===== config.mk =====
export PLATFORM = sky130hd
export DESIGN_NAME = afrc_ctrl
export DESIGN_NICKNAME = d
export VERILOG_FILES = /design/src/include/afrc_pkg.sv /design/src/rtl/afrc_ctrl.sv
export SDC_FILE = /design/constraint.sdc
export NUM_CORES = 1
export LEC_CHECK = 0
export BUFFER_PORTS_ARGS = -buffer_cell sky130_fd_sc_hd__buf_4
export CORE_MARGIN = 10
export CORE_UTILIZATION = 30
export CTS_BUF_LIST = sky130_fd_sc_hd__clkbuf_8
export DETAILED_ROUTE_END_ITERATION = 6
export GPL_TIMING_DRIVEN = 0
export HOLD_SLACK_MARGIN = 0.02
export PLACE_DENSITY = 0.55
export SLEW_MARGIN = 20
export SYNTH_ARGS = -nofsm -noshare
export SYNTH_HDL_FRONTEND = slang
export SYNTH_SLANG_ARGS = --single-unit

===== constraint.sdc =====
create_clock -name i_clk -period 18.3 [get_ports i_clk]
set_input_delay 3.66 -clock i_clk [delete_from_list [all_inputs] [get_ports i_clk]]
set_output_delay 3.66 -clock i_clk [all_outputs]
set_load 0.01 [all_outputs]

===== src/include/afrc_pkg.sv =====
package afrc_pkg;

    // ------------------------------------------------------------
    // Widths
    // ------------------------------------------------------------
    localparam int REG_W       = 10;
    localparam int ADDR_W      = 4;
    localparam int NUM_REGS    = 13;
    localparam int FRAME_BITS  = 16;
    localparam int WORD_W      = 16;
    localparam int DOUT_W      = 8;
    localparam int NUM_CH      = 3;

    // ------------------------------------------------------------
    // Register addresses
    // ------------------------------------------------------------
    localparam logic [3:0] ADDR_RED_GAIN     = 4'h0;
    localparam logic [3:0] ADDR_GREEN_GAIN   = 4'h1;
    localparam logic [3:0] ADDR_BLUE_GAIN    = 4'h2;
    localparam logic [3:0] ADDR_RED_OFFSET   = 4'h3;
    localparam logic [3:0] ADDR_GREEN_OFFSET = 4'h4;
    localparam logic [3:0] ADDR_BLUE_OFFSET  = 4'h5;
    localparam logic [3:0] ADDR_MODE_PRIMARY = 4'h6;
    localparam logic [3:0] ADDR_MODE_SECOND  = 4'h7;
    localparam logic [3:0] ADDR_BLACK_DELAY  = 4'h8;
    localparam logic [3:0] ADDR_VIDEO_DELAY  = 4'h9;
    localparam logic [3:0] ADDR_ADC_DELAY    = 4'ha;
    localparam logic [3:0] ADDR_FACTORY_TEST = 4'hb;
    localparam logic [3:0] ADDR_RESET_READ   = 4'hc;

    // ------------------------------------------------------------
    // Reset values
    // ------------------------------------------------------------
    localparam logic [9:0] REG_RST_VAL  = 10'h000;
    localparam logic [9:0] TEST_RST_VAL = 10'h000;
    localparam logic [1:0] MUX_RED      = 2'h0;
    localparam logic [1:0] MUX_GREEN    = 2'h1;
    localparam logic [1:0] MUX_BLUE     = 2'h2;

    // ------------------------------------------------------------
    // Field positions
    // ------------------------------------------------------------
    localparam int RR_RESET_BIT   = 9;
    localparam int RR_READ_BIT    = 8;
    localparam int RR_PTR_LSB     = 0;
    localparam int M1_CLAMP_BIT   = 5;
    localparam int M1_CIS_BIT     = 4;
    localparam int M1_NIBBLE_BIT  = 3;
    localparam int M1_CR_LSB      = 0;
    localparam int FR_ADDR_LSB    = 12;
    localparam int OFS_COARSE_LSB = 8;
    localparam int OFS_SIGN_BIT   = 7;
    localparam int OFS_MAG_LSB    = 0;
    localparam logic [2:0] CR_HIZ_CODE = 3'h7;

    // ------------------------------------------------------------
    // Timing
    // ------------------------------------------------------------
    localparam int CLK_PERIOD_NS    = 10;
    localparam int SOFT_RST_NS      = 10;
    localparam int RST_PHASE_DLY_NS = 10;
    localparam int SOFT_RST_CYC_RAW =
        (SOFT_RST_NS + CLK_PERIOD_NS - 1) / CLK_PERIOD_NS;
    localparam int SOFT_RST_CYC =
        (SOFT_RST_CYC_RAW < 1) ? 1 : SOFT_RST_CYC_RAW;
    localparam int RST_PHASE_DLY_RAW =
        (RST_PHASE_DLY_NS + CLK_PERIOD_NS - 1) / CLK_PERIOD_NS;
    localparam int RST_PHASE_DLY_CYC =
        (RST_PHASE_DLY_RAW < 1) ? 1 : RST_PHASE_DLY_RAW;

    // ------------------------------------------------------------
    // Types
    // ------------------------------------------------------------
    typedef logic [3:0][8:0] afrc_coarse_lut_t;

    // Codes 0..3 -> 0, -100, +100, +200 mV (signed 9-bit)
    localparam afrc_coarse_lut_t COARSE_LUT_DEF =
        {9'h0c8, 9'h064, 9'h19c, 9'h000};

    typedef struct packed {
        logic [8:0] coarse_mv;
        logic       fine_neg;
        logic [6:0] fine_mag;
    } afrc_offset_t;

    typedef struct packed {
        logic       soft_reset;
        logic       read_en;
        logic [3:0] pointer;
    } afrc_rr_t;

endpackage


===== src/rtl/afrc_ctrl.sv =====
`timescale 1ns/10ps

module afrc_ctrl #(
    parameter afrc_pkg::afrc_coarse_lut_t COARSE_LUT = afrc_pkg::COARSE_LUT_DEF
) (
    input  wire logic                    i_clk,
    input  wire logic                    i_sys_rst,
    input  wire logic                    i_serial_load_n,
    input  wire logic                    i_serial_clk,
    input  wire logic                    i_serial_data_in,
    input  wire logic                    i_black_level_sample_strobe,
    input  wire logic                    i_video_sample_strobe,
    input  wire logic                    i_line_clamp_gate,
    input  wire logic                    i_adc_clk,
    input  wire logic [7:0]              i_conv_data,
    output logic      [7:0]              o_data_out,
    output logic      [1:0]              o_input_mux_sel,
    output logic                         o_reset_switch_a,
    output logic                         o_reset_switch_b,
    output logic                         o_reference_switch_a,
    output logic                         o_reference_switch_b,
    output logic                         o_video_track,
    output logic                         o_clamp_phase,
    output logic                         o_clamp_switch,
    output logic                         o_cr_dac_hiz,
    output logic      [2:0]              o_cr_dac_code,
    output afrc_pkg::afrc_offset_t [2:0] o_offset
);

    // ------------------------------------------------------------
    // Declarations
    // ------------------------------------------------------------
    logic [9:0]  regs_r [afrc_pkg::NUM_REGS];
    logic [15:0] shift_r;
    logic [4:0]  bit_cnt_r;
    logic        sclk_d_r;
    logic        load_n_d_r;
    logic        sclk_rise;
    logic        load_rise;
    logic        wr_en;
    logic [3:0]  wr_addr;
    logic [9:0]  wr_data;
    logic [1:0]  srst_cnt_r;
    logic        srst_active;
    afrc_pkg::afrc_rr_t rr;
    logic [9:0]  mode1;
    logic        nibble_mode;
    logic        line_clamp;
    logic        cis_mode;
    logic [15:0] rb_word;
    logic [15:0] rb_word_r;
    logic [1:0]  lane_r;
    logic [1:0]  lane_last;
    logic        adc_d_r;
    logic        adc_rise;
    logic        black_d_r;
    logic        video_d_r;
    logic        black_rise;
    logic        video_fall;
    logic        rst_phase_r;
    logic [1:0]  rst_dly_r;
    logic        clamp_nxt;

    // ------------------------------------------------------------
    // Field decode
    // ------------------------------------------------------------
    assign rr.soft_reset = regs_r[afrc_pkg::ADDR_RESET_READ]
                                 [afrc_pkg::RR_RESET_BIT];
    assign rr.read_en    = regs_r[afrc_pkg::ADDR_RESET_READ]
                                 [afrc_pkg::RR_READ_BIT];
    assign rr.pointer    = regs_r[afrc_pkg::ADDR_RESET_READ]
                                 [afrc_pkg::RR_PTR_LSB +: 4];
    assign mode1         = regs_r[afrc_pkg::ADDR_MODE_PRIMARY];
    assign nibble_mode   = mode1[afrc_pkg::M1_NIBBLE_BIT];
    assign line_clamp    = mode1[afrc_pkg::M1_CLAMP_BIT];
    assign cis_mode      = mode1[afrc_pkg::M1_CIS_BIT];
    assign srst_active   = (srst_cnt_r != 2'h0);

    // ------------------------------------------------------------
    // Serial port
    // ------------------------------------------------------------
    assign sclk_rise = i_serial_clk & ~sclk_d_r;
    assign load_rise = i_serial_load_n & ~load_n_d_r;
    assign wr_en     = load_rise & bit_cnt_r[4] & ~srst_active;
    assign wr_addr   = shift_r[afrc_pkg::FR_ADDR_LSB +: 4];
    assign wr_data   = shift_r[9:0];

    always_ff @(posedge i_clk or posedge i_sys_rst)
    begin
        if (i_sys_rst)
        begin
            sclk_d_r   <= 1'b0;
            load_n_d_r <= 1'b1;
        end
        else
        begin
            sclk_d_r   <= i_serial_clk;
            load_n_d_r <= i_serial_load_n;
        end
    end

    always_ff @(posedge i_clk or posedge i_sys_rst)
    begin
        if (i_sys_rst)
        begin
            shift_r   <= 16'h0000;
            bit_cnt_r <= 5'h00;
        end
        else if (srst_active)
        begin
            shift_r   <= 16'h0000;
            bit_cnt_r <= 5'h00;
        end
        else if (load_rise)
        begin
            bit_cnt_r <= 5'h00;
        end
        else if (!i_serial_load_n && sclk_rise)
        begin
            shift_r <= {shift_r[14:0], i_serial_data_in};
            if (!bit_cnt_r[4])
            begin
                bit_cnt_r <= bit_cnt_r + 5'h01;
            end
        end
    end

    // ------------------------------------------------------------
    // Register file and soft reset
    // ------------------------------------------------------------
    always_ff @(posedge i_clk or posedge i_sys_rst)
    begin
        if (i_sys_rst)
        begin
            srst_cnt_r <= 2'h0;
        end
        else if (wr_en && wr_addr == afrc_pkg::ADDR_RESET_READ
                 && wr_data[afrc_pkg::RR_RESET_BIT])
        begin
            srst_cnt_r <= 2'(afrc_pkg::SOFT_RST_CYC);
        end
        else if (srst_active)
        begin
            srst_cnt_r <= srst_cnt_r - 2'h1;
        end
    end

    always_ff @(posedge i_clk or posedge i_sys_rst)
    begin
        if (i_sys_rst)
        begin
            for (int i = 0; i < afrc_pkg::NUM_REGS; i++)
            begin
                regs_r[i] <= afrc_pkg::REG_RST_VAL;
            end
            regs_r[afrc_pkg::ADDR_FACTORY_TEST] <=
                afrc_pkg::TEST_RST_VAL;
        end
        else if (srst_active)
        begin
            for (int i = 0; i < afrc_pkg::NUM_REGS; i++)
            begin
                regs_r[i] <= afrc_pkg::REG_RST_VAL;
            end
            regs_r[afrc_pkg::ADDR_FACTORY_TEST] <=
                afrc_pkg::TEST_RST_VAL;
        end
        else if (wr_en && wr_addr < 4'(afrc_pkg::NUM_REGS))
        begin
            regs_r[wr_addr] <= wr_data;
        end
    end

    // ------------------------------------------------------------
    // Input multiplexer
    // ------------------------------------------------------------
    always_ff @(posedge i_clk or posedge i_sys_rst)
    begin
        if (i_sys_rst)
        begin
            o_input_mux_sel <= afrc_pkg::MUX_RED;
        end
        else if (srst_active)
        begin
            o_input_mux_sel <= afrc_pkg::MUX_RED;
        end
        else if (black_rise)
        begin
            case (o_input_mux_sel)
                afrc_pkg::MUX_RED:   o_input_mux_sel <= afrc_pkg::MUX_GREEN;
                afrc_pkg::MUX_GREEN: o_input_mux_sel <= afrc_pkg::MUX_BLUE;
                default:             o_input_mux_sel <= afrc_pkg::MUX_RED;
            endcase
        end
    end

    // ------------------------------------------------------------
    // Readback serialiser
    // ------------------------------------------------------------
    always_comb
    begin
        if (rr.pointer < 4'(afrc_pkg::NUM_REGS))
        begin
            rb_word = {6'h00, regs_r[rr.pointer]};
        end
        else
        begin
            rb_word = 16'h0000;
        end
    end

    assign adc_rise  = i_adc_clk & ~adc_d_r;
    assign lane_last = nibble_mode ? 2'h3 : 2'h1;

    always_ff @(posedge i_clk or posedge i_sys_rst)
    begin
        if (i_sys_rst)
        begin
            adc_d_r   <= 1'b0;
            lane_r    <= 2'h0;
            rb_word_r <= 16'h0000;
        end
        else
        begin
            adc_d_r <= i_adc_clk;
            if (!rr.read_en)
            begin
                lane_r    <= 2'h0;
                rb_word_r <= rb_word;
            end
            else if (adc_rise)
            begin
                if (lane_r >= lane_last)
                begin
                    lane_r    <= 2'h0;
                    rb_word_r <= rb_word;
                end
                else
                begin
                    lane_r <= lane_r + 2'h1;
                end
            end
            else if (lane_r == 2'h0)
            begin
                rb_word_r <= rb_word;
            end
        end
    end

    always_ff @(posedge i_clk or posedge i_sys_rst)
    begin
        if (i_sys_rst)
        begin
            o_data_out <= 8'h00;
        end
        else if (!rr.read_en)
        begin
            o_data_out <= i_conv_data;
        end
        else if (nibble_mode)
        begin
            o_data_out <= {4'h0, rb_word_r[4'(15 - 4 * lane_r) -: 4]};
        end
        else
        begin
            o_data_out <= lane_r[0] ? rb_word_r[7:0]
                                    : rb_word_r[15:8];
        end
    end

    // ------------------------------------------------------------
    // Sampling phases
    // ------------------------------------------------------------
    assign black_rise = i_black_level_sample_strobe & ~black_d_r;
    assign video_fall = ~i_video_sample_strobe & video_d_r;

    always_ff @(posedge i_clk or posedge i_sys_rst)
    begin
        if (i_sys_rst)
        begin
            black_d_r   <= 1'b0;
            video_d_r   <= 1'b0;
            rst_phase_r <= 1'b1;
            rst_dly_r   <= 2'h0;
        end
        else
        begin
            black_d_r <= i_black_level_sample_strobe;
            video_d_r <= i_video_sample_strobe;
            if (black_rise)
            begin
                rst_phase_r <= 1'b1;
                rst_dly_r   <= 2'h0;
            end
            else if (video_fall)
            begin
                rst_dly_r <= 2'(afrc_pkg::RST_PHASE_DLY_CYC);
            end
            else if (rst_dly_r != 2'h0)
            begin
                rst_dly_r <= rst_dly_r - 2'h1;
                if (rst_dly_r == 2'h1)
                begin
                    rst_phase_r <= 1'b0;
                end
            end
        end
    end

    assign clamp_nxt = line_clamp
        ? (i_line_clamp_gate & i_black_level_sample_strobe)
        : i_black_level_sample_strobe;

    always_ff @(posedge i_clk or posedge i_sys_rst)
    begin
        if (i_sys_rst)
        begin
            o_reset_switch_a     <= 1'b1;
            o_reset_switch_b     <= 1'b1;
            o_reference_switch_a <= 1'b0;
            o_reference_switch_b <= 1'b0;
            o_video_track        <= 1'b0;
            o_clamp_phase        <= 1'b0;
            o_clamp_switch       <= 1'b0;
            o_cr_dac_hiz         <= 1'b0;
            o_cr_dac_code        <= 3'h0;
        end
        else
        begin
            o_reset_switch_a     <= rst_phase_r;
            o_reset_switch_b     <= rst_phase_r;
            o_reference_switch_a <= i_black_level_sample_strobe;
            o_reference_switch_b <= i_black_level_sample_strobe;
            o_video_track        <= i_video_sample_strobe;
            o_clamp_phase        <= clamp_nxt;
            o_clamp_switch       <= clamp_nxt & ~cis_mode;
            o_cr_dac_code        <= mode1[afrc_pkg::M1_CR_LSB +: 3];
            o_cr_dac_hiz         <= cis_mode
                && mode1[afrc_pkg::M1_CR_LSB +: 3]
                   == afrc_pkg::CR_HIZ_CODE;
        end
    end

    // ------------------------------------------------------------
    // Per-channel offset decode
    // ------------------------------------------------------------
    for (genvar ch = 0; ch < afrc_pkg::NUM_CH; ch++)
    begin : g_ofs
        logic [9:0] ofs;
        assign ofs = regs_r[afrc_pkg::ADDR_RED_OFFSET + 4'(ch)];
        always_ff @(posedge i_clk or posedge i_sys_rst)
        begin
            if (i_sys_rst)
            begin
                o_offset[ch] <= '0;
            end
            else
            begin
                o_offset[ch].coarse_mv <=
                    COARSE_LUT[ofs[afrc_pkg::OFS_COARSE_LSB +: 2]];
                o_offset[ch].fine_neg <=
                    ofs[afrc_pkg::OFS_SIGN_BIT];
                o_offset[ch].fine_mag <=
                    ofs[afrc_pkg::OFS_MAG_LSB +: 7];
            end
        end
    end

endmodule


==> impl_metrics.yaml, run 1 <==
die:
  core_mm2: 0.03370
  rows: 67
  ios: 89
  die_width_um: 205.2
  start_util_pct: 30.54
  dieHeight_um: 205.2
  fp.dieArea_mm2: 0.04211
sta:
  clock_skew_ps: 18.77
  slew_headroom_pct: 39.41
  grt_setup_unrepaired: "no"
  tns_ps: 0
  post-route-period-util_pct: 26.97
  max_slew.worst_pin.slew_ps: 901.9
  hold_violations: 0
  final.min_clock_period_ps: 4936
  max_freq_mhz: 202.6
  finalMaxSlewViolations: 0
  finalSetupViolations: 0
clocking:
  clkTransAtPathRegs_ps: 60
  htree_levels: 2
  clkSinkCount: 229
  cts_tree: "yes"
  post-cts-setup-buffer-count: 0
  cts_hold_buf: 0
  clock_latency_ps: 540
  cts_made_buffers: 39
  ctsRootBufferMaster: "clkbuf_8"
  clock_path_buffers: 3
  cts_resized: 0
synthesis:
  synth_area_mm2: 0.01029
  ys_top_cells_by_area: "dfrtp_1 55%, mux2i_1 11%, nor2b_1 6.6%"
  synth_top_family_by_area: "multiplexers"
  syn_inst: 873
  synth_xor_xnor_area_share_pct: 0.4255
  synth_top_area_cell: "dfrtp_1"
  async_flop_share_pct: 100.0
  synth_edf_count: 0
  ys_ff_latch: 229
  yosys.area_share.simple_pct: 13.99
  synth.area.mux_share_pct: 17.19
  yosysWarnings: 0
  synthAdderAreaFrac_pct: 1.459
  yosysSeqAreaShare_pct: 55.72
  synth_cell_types: 47
  yosysTopAreaCellShare_pct: 54.95
  synth_compound_area_share_pct: 6.565
  synth_area_per_cell_um2: 11.79
  synth_flop_cell: "dfrtp_1"
cells_and_area:
  fin_area_mm2: 0.01239
  mostFrequentLayoutCell: "dfrtp_1"
  area_growth_pct: 20.40
  post-route-util_pct: 36.77
  n_antenna_cell: 0
  drive_above_1_share_pct: 20.17
  final-seq-area_mm2: 0.005734
  layout_common_cells: "226 x dfrtp_1, 116 x mux2i_1, 109 x nor2b_1"
  fillCellCount: 3348
  fin_nets: 1032
  multi_input_comb_area_mm2: 0.004101
setup_path:
  worstPathRequired_ps: 14640
  setup.worst_path.start_class: "flip-flop"
  critPathCaptureType: "primary output"
  cp_max_fo: 2
  critPathKind: "reg2out"
  crit_arrival_ps: 1280
  r2r-start: "srst_cnt_r[0]$_DFFE_PP0P_"
  ff2ff_path_depth: 7
  reg2reg_to: "g_ofs[0].ofs[0]$_DFFE_PP0P_"
  rrSetupSlack_ps: 16080
global_route:
  antenna_found_initial: 0
  grt_max_degree: 96
  grt_usage_pct: 13.75
  overflow: 0
  grt_pass1_vias: 7030
  grt_pass1_wl_um: 44130
drt:
  dr.first_iter.drc_count: 367
  route.detailed.drc: 0
  ant_nets: 0
  drtPass1Iterations: 5
  wl_per_cell_um: 19.56
  drt_wl_total_um: 28930
  num_vias: 6892
  vias_per_cell: 4.660
flow_run:
  maxCapViolCount: 0
power:
  power.density_mw_per_mm2: 89.53
  leakage_nw: 5.793
  ir_drop_uv: 61.74
outcome:
  status: "finished clean"
place:
  hpwl_um: 19480
  io_buffers: 82
  place.gp.congestion: 0.8119
  post_dp_cell_area_mm2: 0.01155
min_path:
  worstHoldStart: "rst_phase_r$_DFFE_PP1P_"
  hold_end: "o_reset_switch_b$_DFF_PP1_"
  holdPathStages: 0
  min_path_type: "reg2reg"
[metal layers]
layer  GRT usage (%)  routed length (um)
met4           5.251                 836
met2           22.10               13500
met3           2.799                1607
met1           17.90               12990
met5               0                   0
[sequential cells by signal (all words and copies together), names as in the netlist, 2 cells and up]
signal,cells
g_ofs.ofs,30
mode1,10
rb_word_r,10
regs_r,90
srst_cnt_r,2
bit_cnt_r,5
rst_dly_r,2
lane_r,2
o_offset,39
o_cr_dac_code,3
shift_r,16
o_input_mux_sel,2
o_data_out,8
[cell families after synthesis]
kind of cell,Yosys count
simple gates,274
fa+ha+maj,12
compound gates,103
flops,229
other cells,1
buf+inv,105
mux,144
xor+xnor,5
[power by group]
part / switching, W / total [W] / internal (W)
clock: 0.000206 / 0.000493 / 0.000287
combinational: 0.0000491 / 0.0000758 / 0.0000266
sequential: 0.0000208 / 0.000541 / 0.000520
total: 0.000276 / 0.00111 / 0.000833
[worst max path at each step]
| stage | start | end | slack (ps) |
|---|---|---|---|
| global route | o_reset_switch_b$_DFF_PP1_ | o_reset_switch_b | 13310 |
| floorplan | i_sys_rst | adc_d_r$_DFF_PP0_ | 8370 |
| detailed placement | i_serial_load_n | g_ofs[0].ofs[3]$_DFFE_PP0P_ | 13160 |
| CTS | o_reset_switch_b$_DFF_PP1_ | o_reset_switch_b | 13330 |
| finish | o_reset_switch_b$_DFF_PP1_ | o_reset_switch_b | 13360 |
| global placement | i_sys_rst | regs_r[12]$_DFFE_PP0P_ | 5470 |
[Yosys cell counts (all sizes together) (4+ instances only)]
cell type,count
nand3,12
a221oi,4
o22ai,4
inv,26
nor2,16
nand2,99
nand2b,7
clkbuf,42
mux2i,116
a21boi,27
dfrtp,226
a31oi,5
and3,4
o21ai,32
a21oi,12
nor2b,109
mux4,26
o22a,5
nor3,9
a22o,5
ha,12
buf,37
[per-stage QoR]
step	setup WS [ps]	hold WS (ps)	total power [W]	std cells
4_1_cts	13330	371.1	0.001122	1479
5_1_grt	13310	371.2	0.001154	1479
3_5_place_dp	13160	359.0	0.0006270	1410
3_3_place_gp	5470	359.2	0.0006241	1408
2_1_floorplan	8369	351.8	0.0005818	878
6_report	13360	367.7	0.001109	1479
[worst max-delay path: stages, from the launching register on]
cell	delay, ps
dfstp_2	540
buf_4	100
buf_4	100
[area by class of cell]
class | count | area share [%]
buffer | 79 | 3.039
clock inverter | 19 | 1.242
tap | 448 | 4.524
inverter | 26 | 0.8482
sequential | 229 | 46.28
timing repair buffer | 84 | 5.413
clock buffer | 50 | 5.554
multi-input combinational | 544 | 33.10
Power figures use the tool's default switching activity.
==> inputs of run 2 (changes only) <==
==> constraint.sdc (replaced) <==
create_clock -name i_clk -period 4.7 [get_ports i_clk]
set_input_delay 0.94 -clock i_clk [delete_from_list [all_inputs] [get_ports i_clk]]
set_output_delay 0.94 -clock i_clk [all_outputs]
set_load 0.01 [all_outputs]
==> run 2 against run 1 <==
Effect of this change: via count rose by 2.0%; non-clock buffer count rose by 6; die area is the same; clock power grew to 3.5 times the previous value; first-iteration DRC count grew 34%; critical endpoint is now regs_r[125]$_DFFE_PP0P_.
==> impl_metrics.yaml, run 2 (synthesis gave the netlist of run 1 again) <==
setup_path:
  slowest_delay_ps: 560
  r2r-start: "srst_cnt_r[0]$_DFFE_PP0P_"
  critPathKind: "reg2reg"
  critPathSlowestCell: "clkbuf_1"
  crit_arrival_ps: 2820
  critPathCaptureType: "flip-flop"
  worstPathRequired_ps: 5170
  critical_path.cell_chain: "inv_1 > ha_1 > clkbuf_1 > clkbuf_1 > clkbuf_1 > nor2b_1"
  critPathLaunch: "srst_cnt_r[0]$_DFFE_PP0P_"
  crit_top_cell: "clkbuf_1"
  cp_max_fo: 10
  setup.worst_path.start_class: "flip-flop"
sta:
  finalSetupViolations: 0
  finalMaxSlewViolations: 0
  max_freq_mhz: 425.3
  hold_violations: 0
  max_slew.worst_pin.slew_ps: 887.3
  slew_headroom_pct: 40.39
  grt_setup_unrepaired: "no"
  hold-worst-slack_ps: 364.8
  clock_skew_ps: 28.18
  setup_ws_ps: 2349
  post-route-period-util_pct: 50.03
  final.min_clock_period_ps: 2351
clocking:
  cts_tree: "yes"
  clock_latency_ps: 560
  cts_hold_buf: 0
  cts_made_buffers: 39
  clkTransAtPathRegs_ps: 70
  htree_levels: 2
  clkSinkCount: 229
  ctsRootBufferMaster: "clkbuf_8"
  post-cts-setup-buffer-count: 0
  cts_resized: 0
  clock_path_buffers: 3
cells_and_area:
  top_register: "regs_r"
  layout_common_cells: "226 x dfrtp_1, 116 x mux2i_1, 109 x nor2b_1"
  area_growth_pct: 20.71
  final_cell_count_no_fill: 1483
  n_antenna_cell: 0
  largest_reg_flops: 90
  fin_nets: 1038
  mostFrequentLayoutCell: "dfrtp_1"
  drive_above_1_share_pct: 20.48
  fin_area_mm2: 0.01242
place:
  pre_cts_slack_ps: 2229
  dp.cells: 1416
  place.gp.congestion: 0.8104
  hpwl_um: 20100
  post_dp_cell_area_mm2: 0.01166
  io_buffers: 82
die:
  fp.dieArea_mm2: 0.04211
  dieHeight_um: 205.2
  start_util_pct: 30.54
  die_width_um: 205.2
  ios: 89
  rows: 67
  core_mm2: 0.03370
min_path:
  worstHoldStart: "rst_phase_r$_DFFE_PP1P_"
  min_path_type: "reg2reg"
drt:
  drt_wl_total_um: 29060
  dr.first_iter.drc_count: 490
  route.detailed.drc: 0
  num_vias: 7032
  drtPass1Iterations: 5
  ant_nets: 0
  wl_per_cell_um: 19.59
  vias_per_cell: 4.742
global_route:
  grt_pass1_vias: 7222
  overflow: 0
  grt_max_degree: 34
  grt_pass1_wl_um: 44750
  grt_usage_pct: 13.89
  antenna_found_initial: 0
power:
  power_frac_comb_pct: 7.4
  power_switching_w: 0.001067
  power.density_mw_per_mm2: 334.3
  seqPwrFrac_pct: 50.7
  ir_drop_uv: 168.9
  switching_share_pct: 25.71
  leakage_nw: 5.805
  p_int_w: 0.003085
  p_clk_share_pct: 41.9
flow_run:
  maxCapViolCount: 0
outcome:
  status: "finished clean"
==> run 2: changes by cell type in the layout (fill, tap and decap cells not counted), sizes merged <==
cell      previous run  this run
inv                 39        38
buf                121       127
bufinv               3         0
clkinvlp             0         1
clkinv               3         4
==> run 2: power groups by stage <==
stage	Clock [W]	Combinational (W)	Sequential [W]
floorplan	0	0.000164	0.00210
global placement	0	0.000287	0.00214
detailed placement	0	0.000312	0.00214
CTS	0.00179	0.000313	0.00210
global route	0.00187	0.000342	0.00211
finish	0.00174	0.000308	0.00211
==> run 2: area by class of cell <==
cell class              count  area [um2]
plain buffers              79       376.6
inverters                  26       101.3
fillers                  3349       21280
well taps                 448       560.5
clock buffers              50       688.2
multi-input cells         544        4101
clock inverters            17       68.82
flip-flops and latches    229        5734
repair buffers             90       790.8
==> run 2: critical path, delay by kind of cell, from the launching register on <==
kind | cells | cell delay (ps)
flops | 1 | 390
simple gates | 1 | 220
fa+ha+maj | 1 | 210
buf+inv | 4 | 1440
==> run 2: final timing paths <==
check | end | slack, ps | depth (start not counted)
worst max register to register | regs_r[125]$_DFFE_PP0P_ | 2350 | 6
min in group asynchronous | o_offset[12]$_DFF_PP0_ | 420 | 2
worst max-delay path | regs_r[125]$_DFFE_PP0P_ | 2350 | 6
worst min register to register | o_reset_switch_b$_DFF_PP1_ | 360 | 0
max in group asynchronous | g_ofs[1].ofs[0]$_DFFE_PP0P_ | 3360 | 5
worst min-delay path | o_reset_switch_b$_DFF_PP1_ | 360 | 0
==> run 2: metal layers <==
metal / track usage [%] / vias up / wire (um)
li1: - / 3248 / -
met1: 18.19 / 3545 / 12990
met2: 22.09 / 186 / 13520
met3: 3.004 / 53 / 1550
met4: 5.329 / 0 / 997
met5: 0 / - / 0
==> run 2: through the flow <==
stage                     total power, W  utilization [%]  TNS [ps]
after CTS                       0.004212            36.86         0
after global placement          0.002429            34.09   -171440
after detailed placement        0.002453            34.61         0
after global routing            0.004324            36.86         0
final                           0.004152            36.86         0
after floorplan                 0.002266                -         0
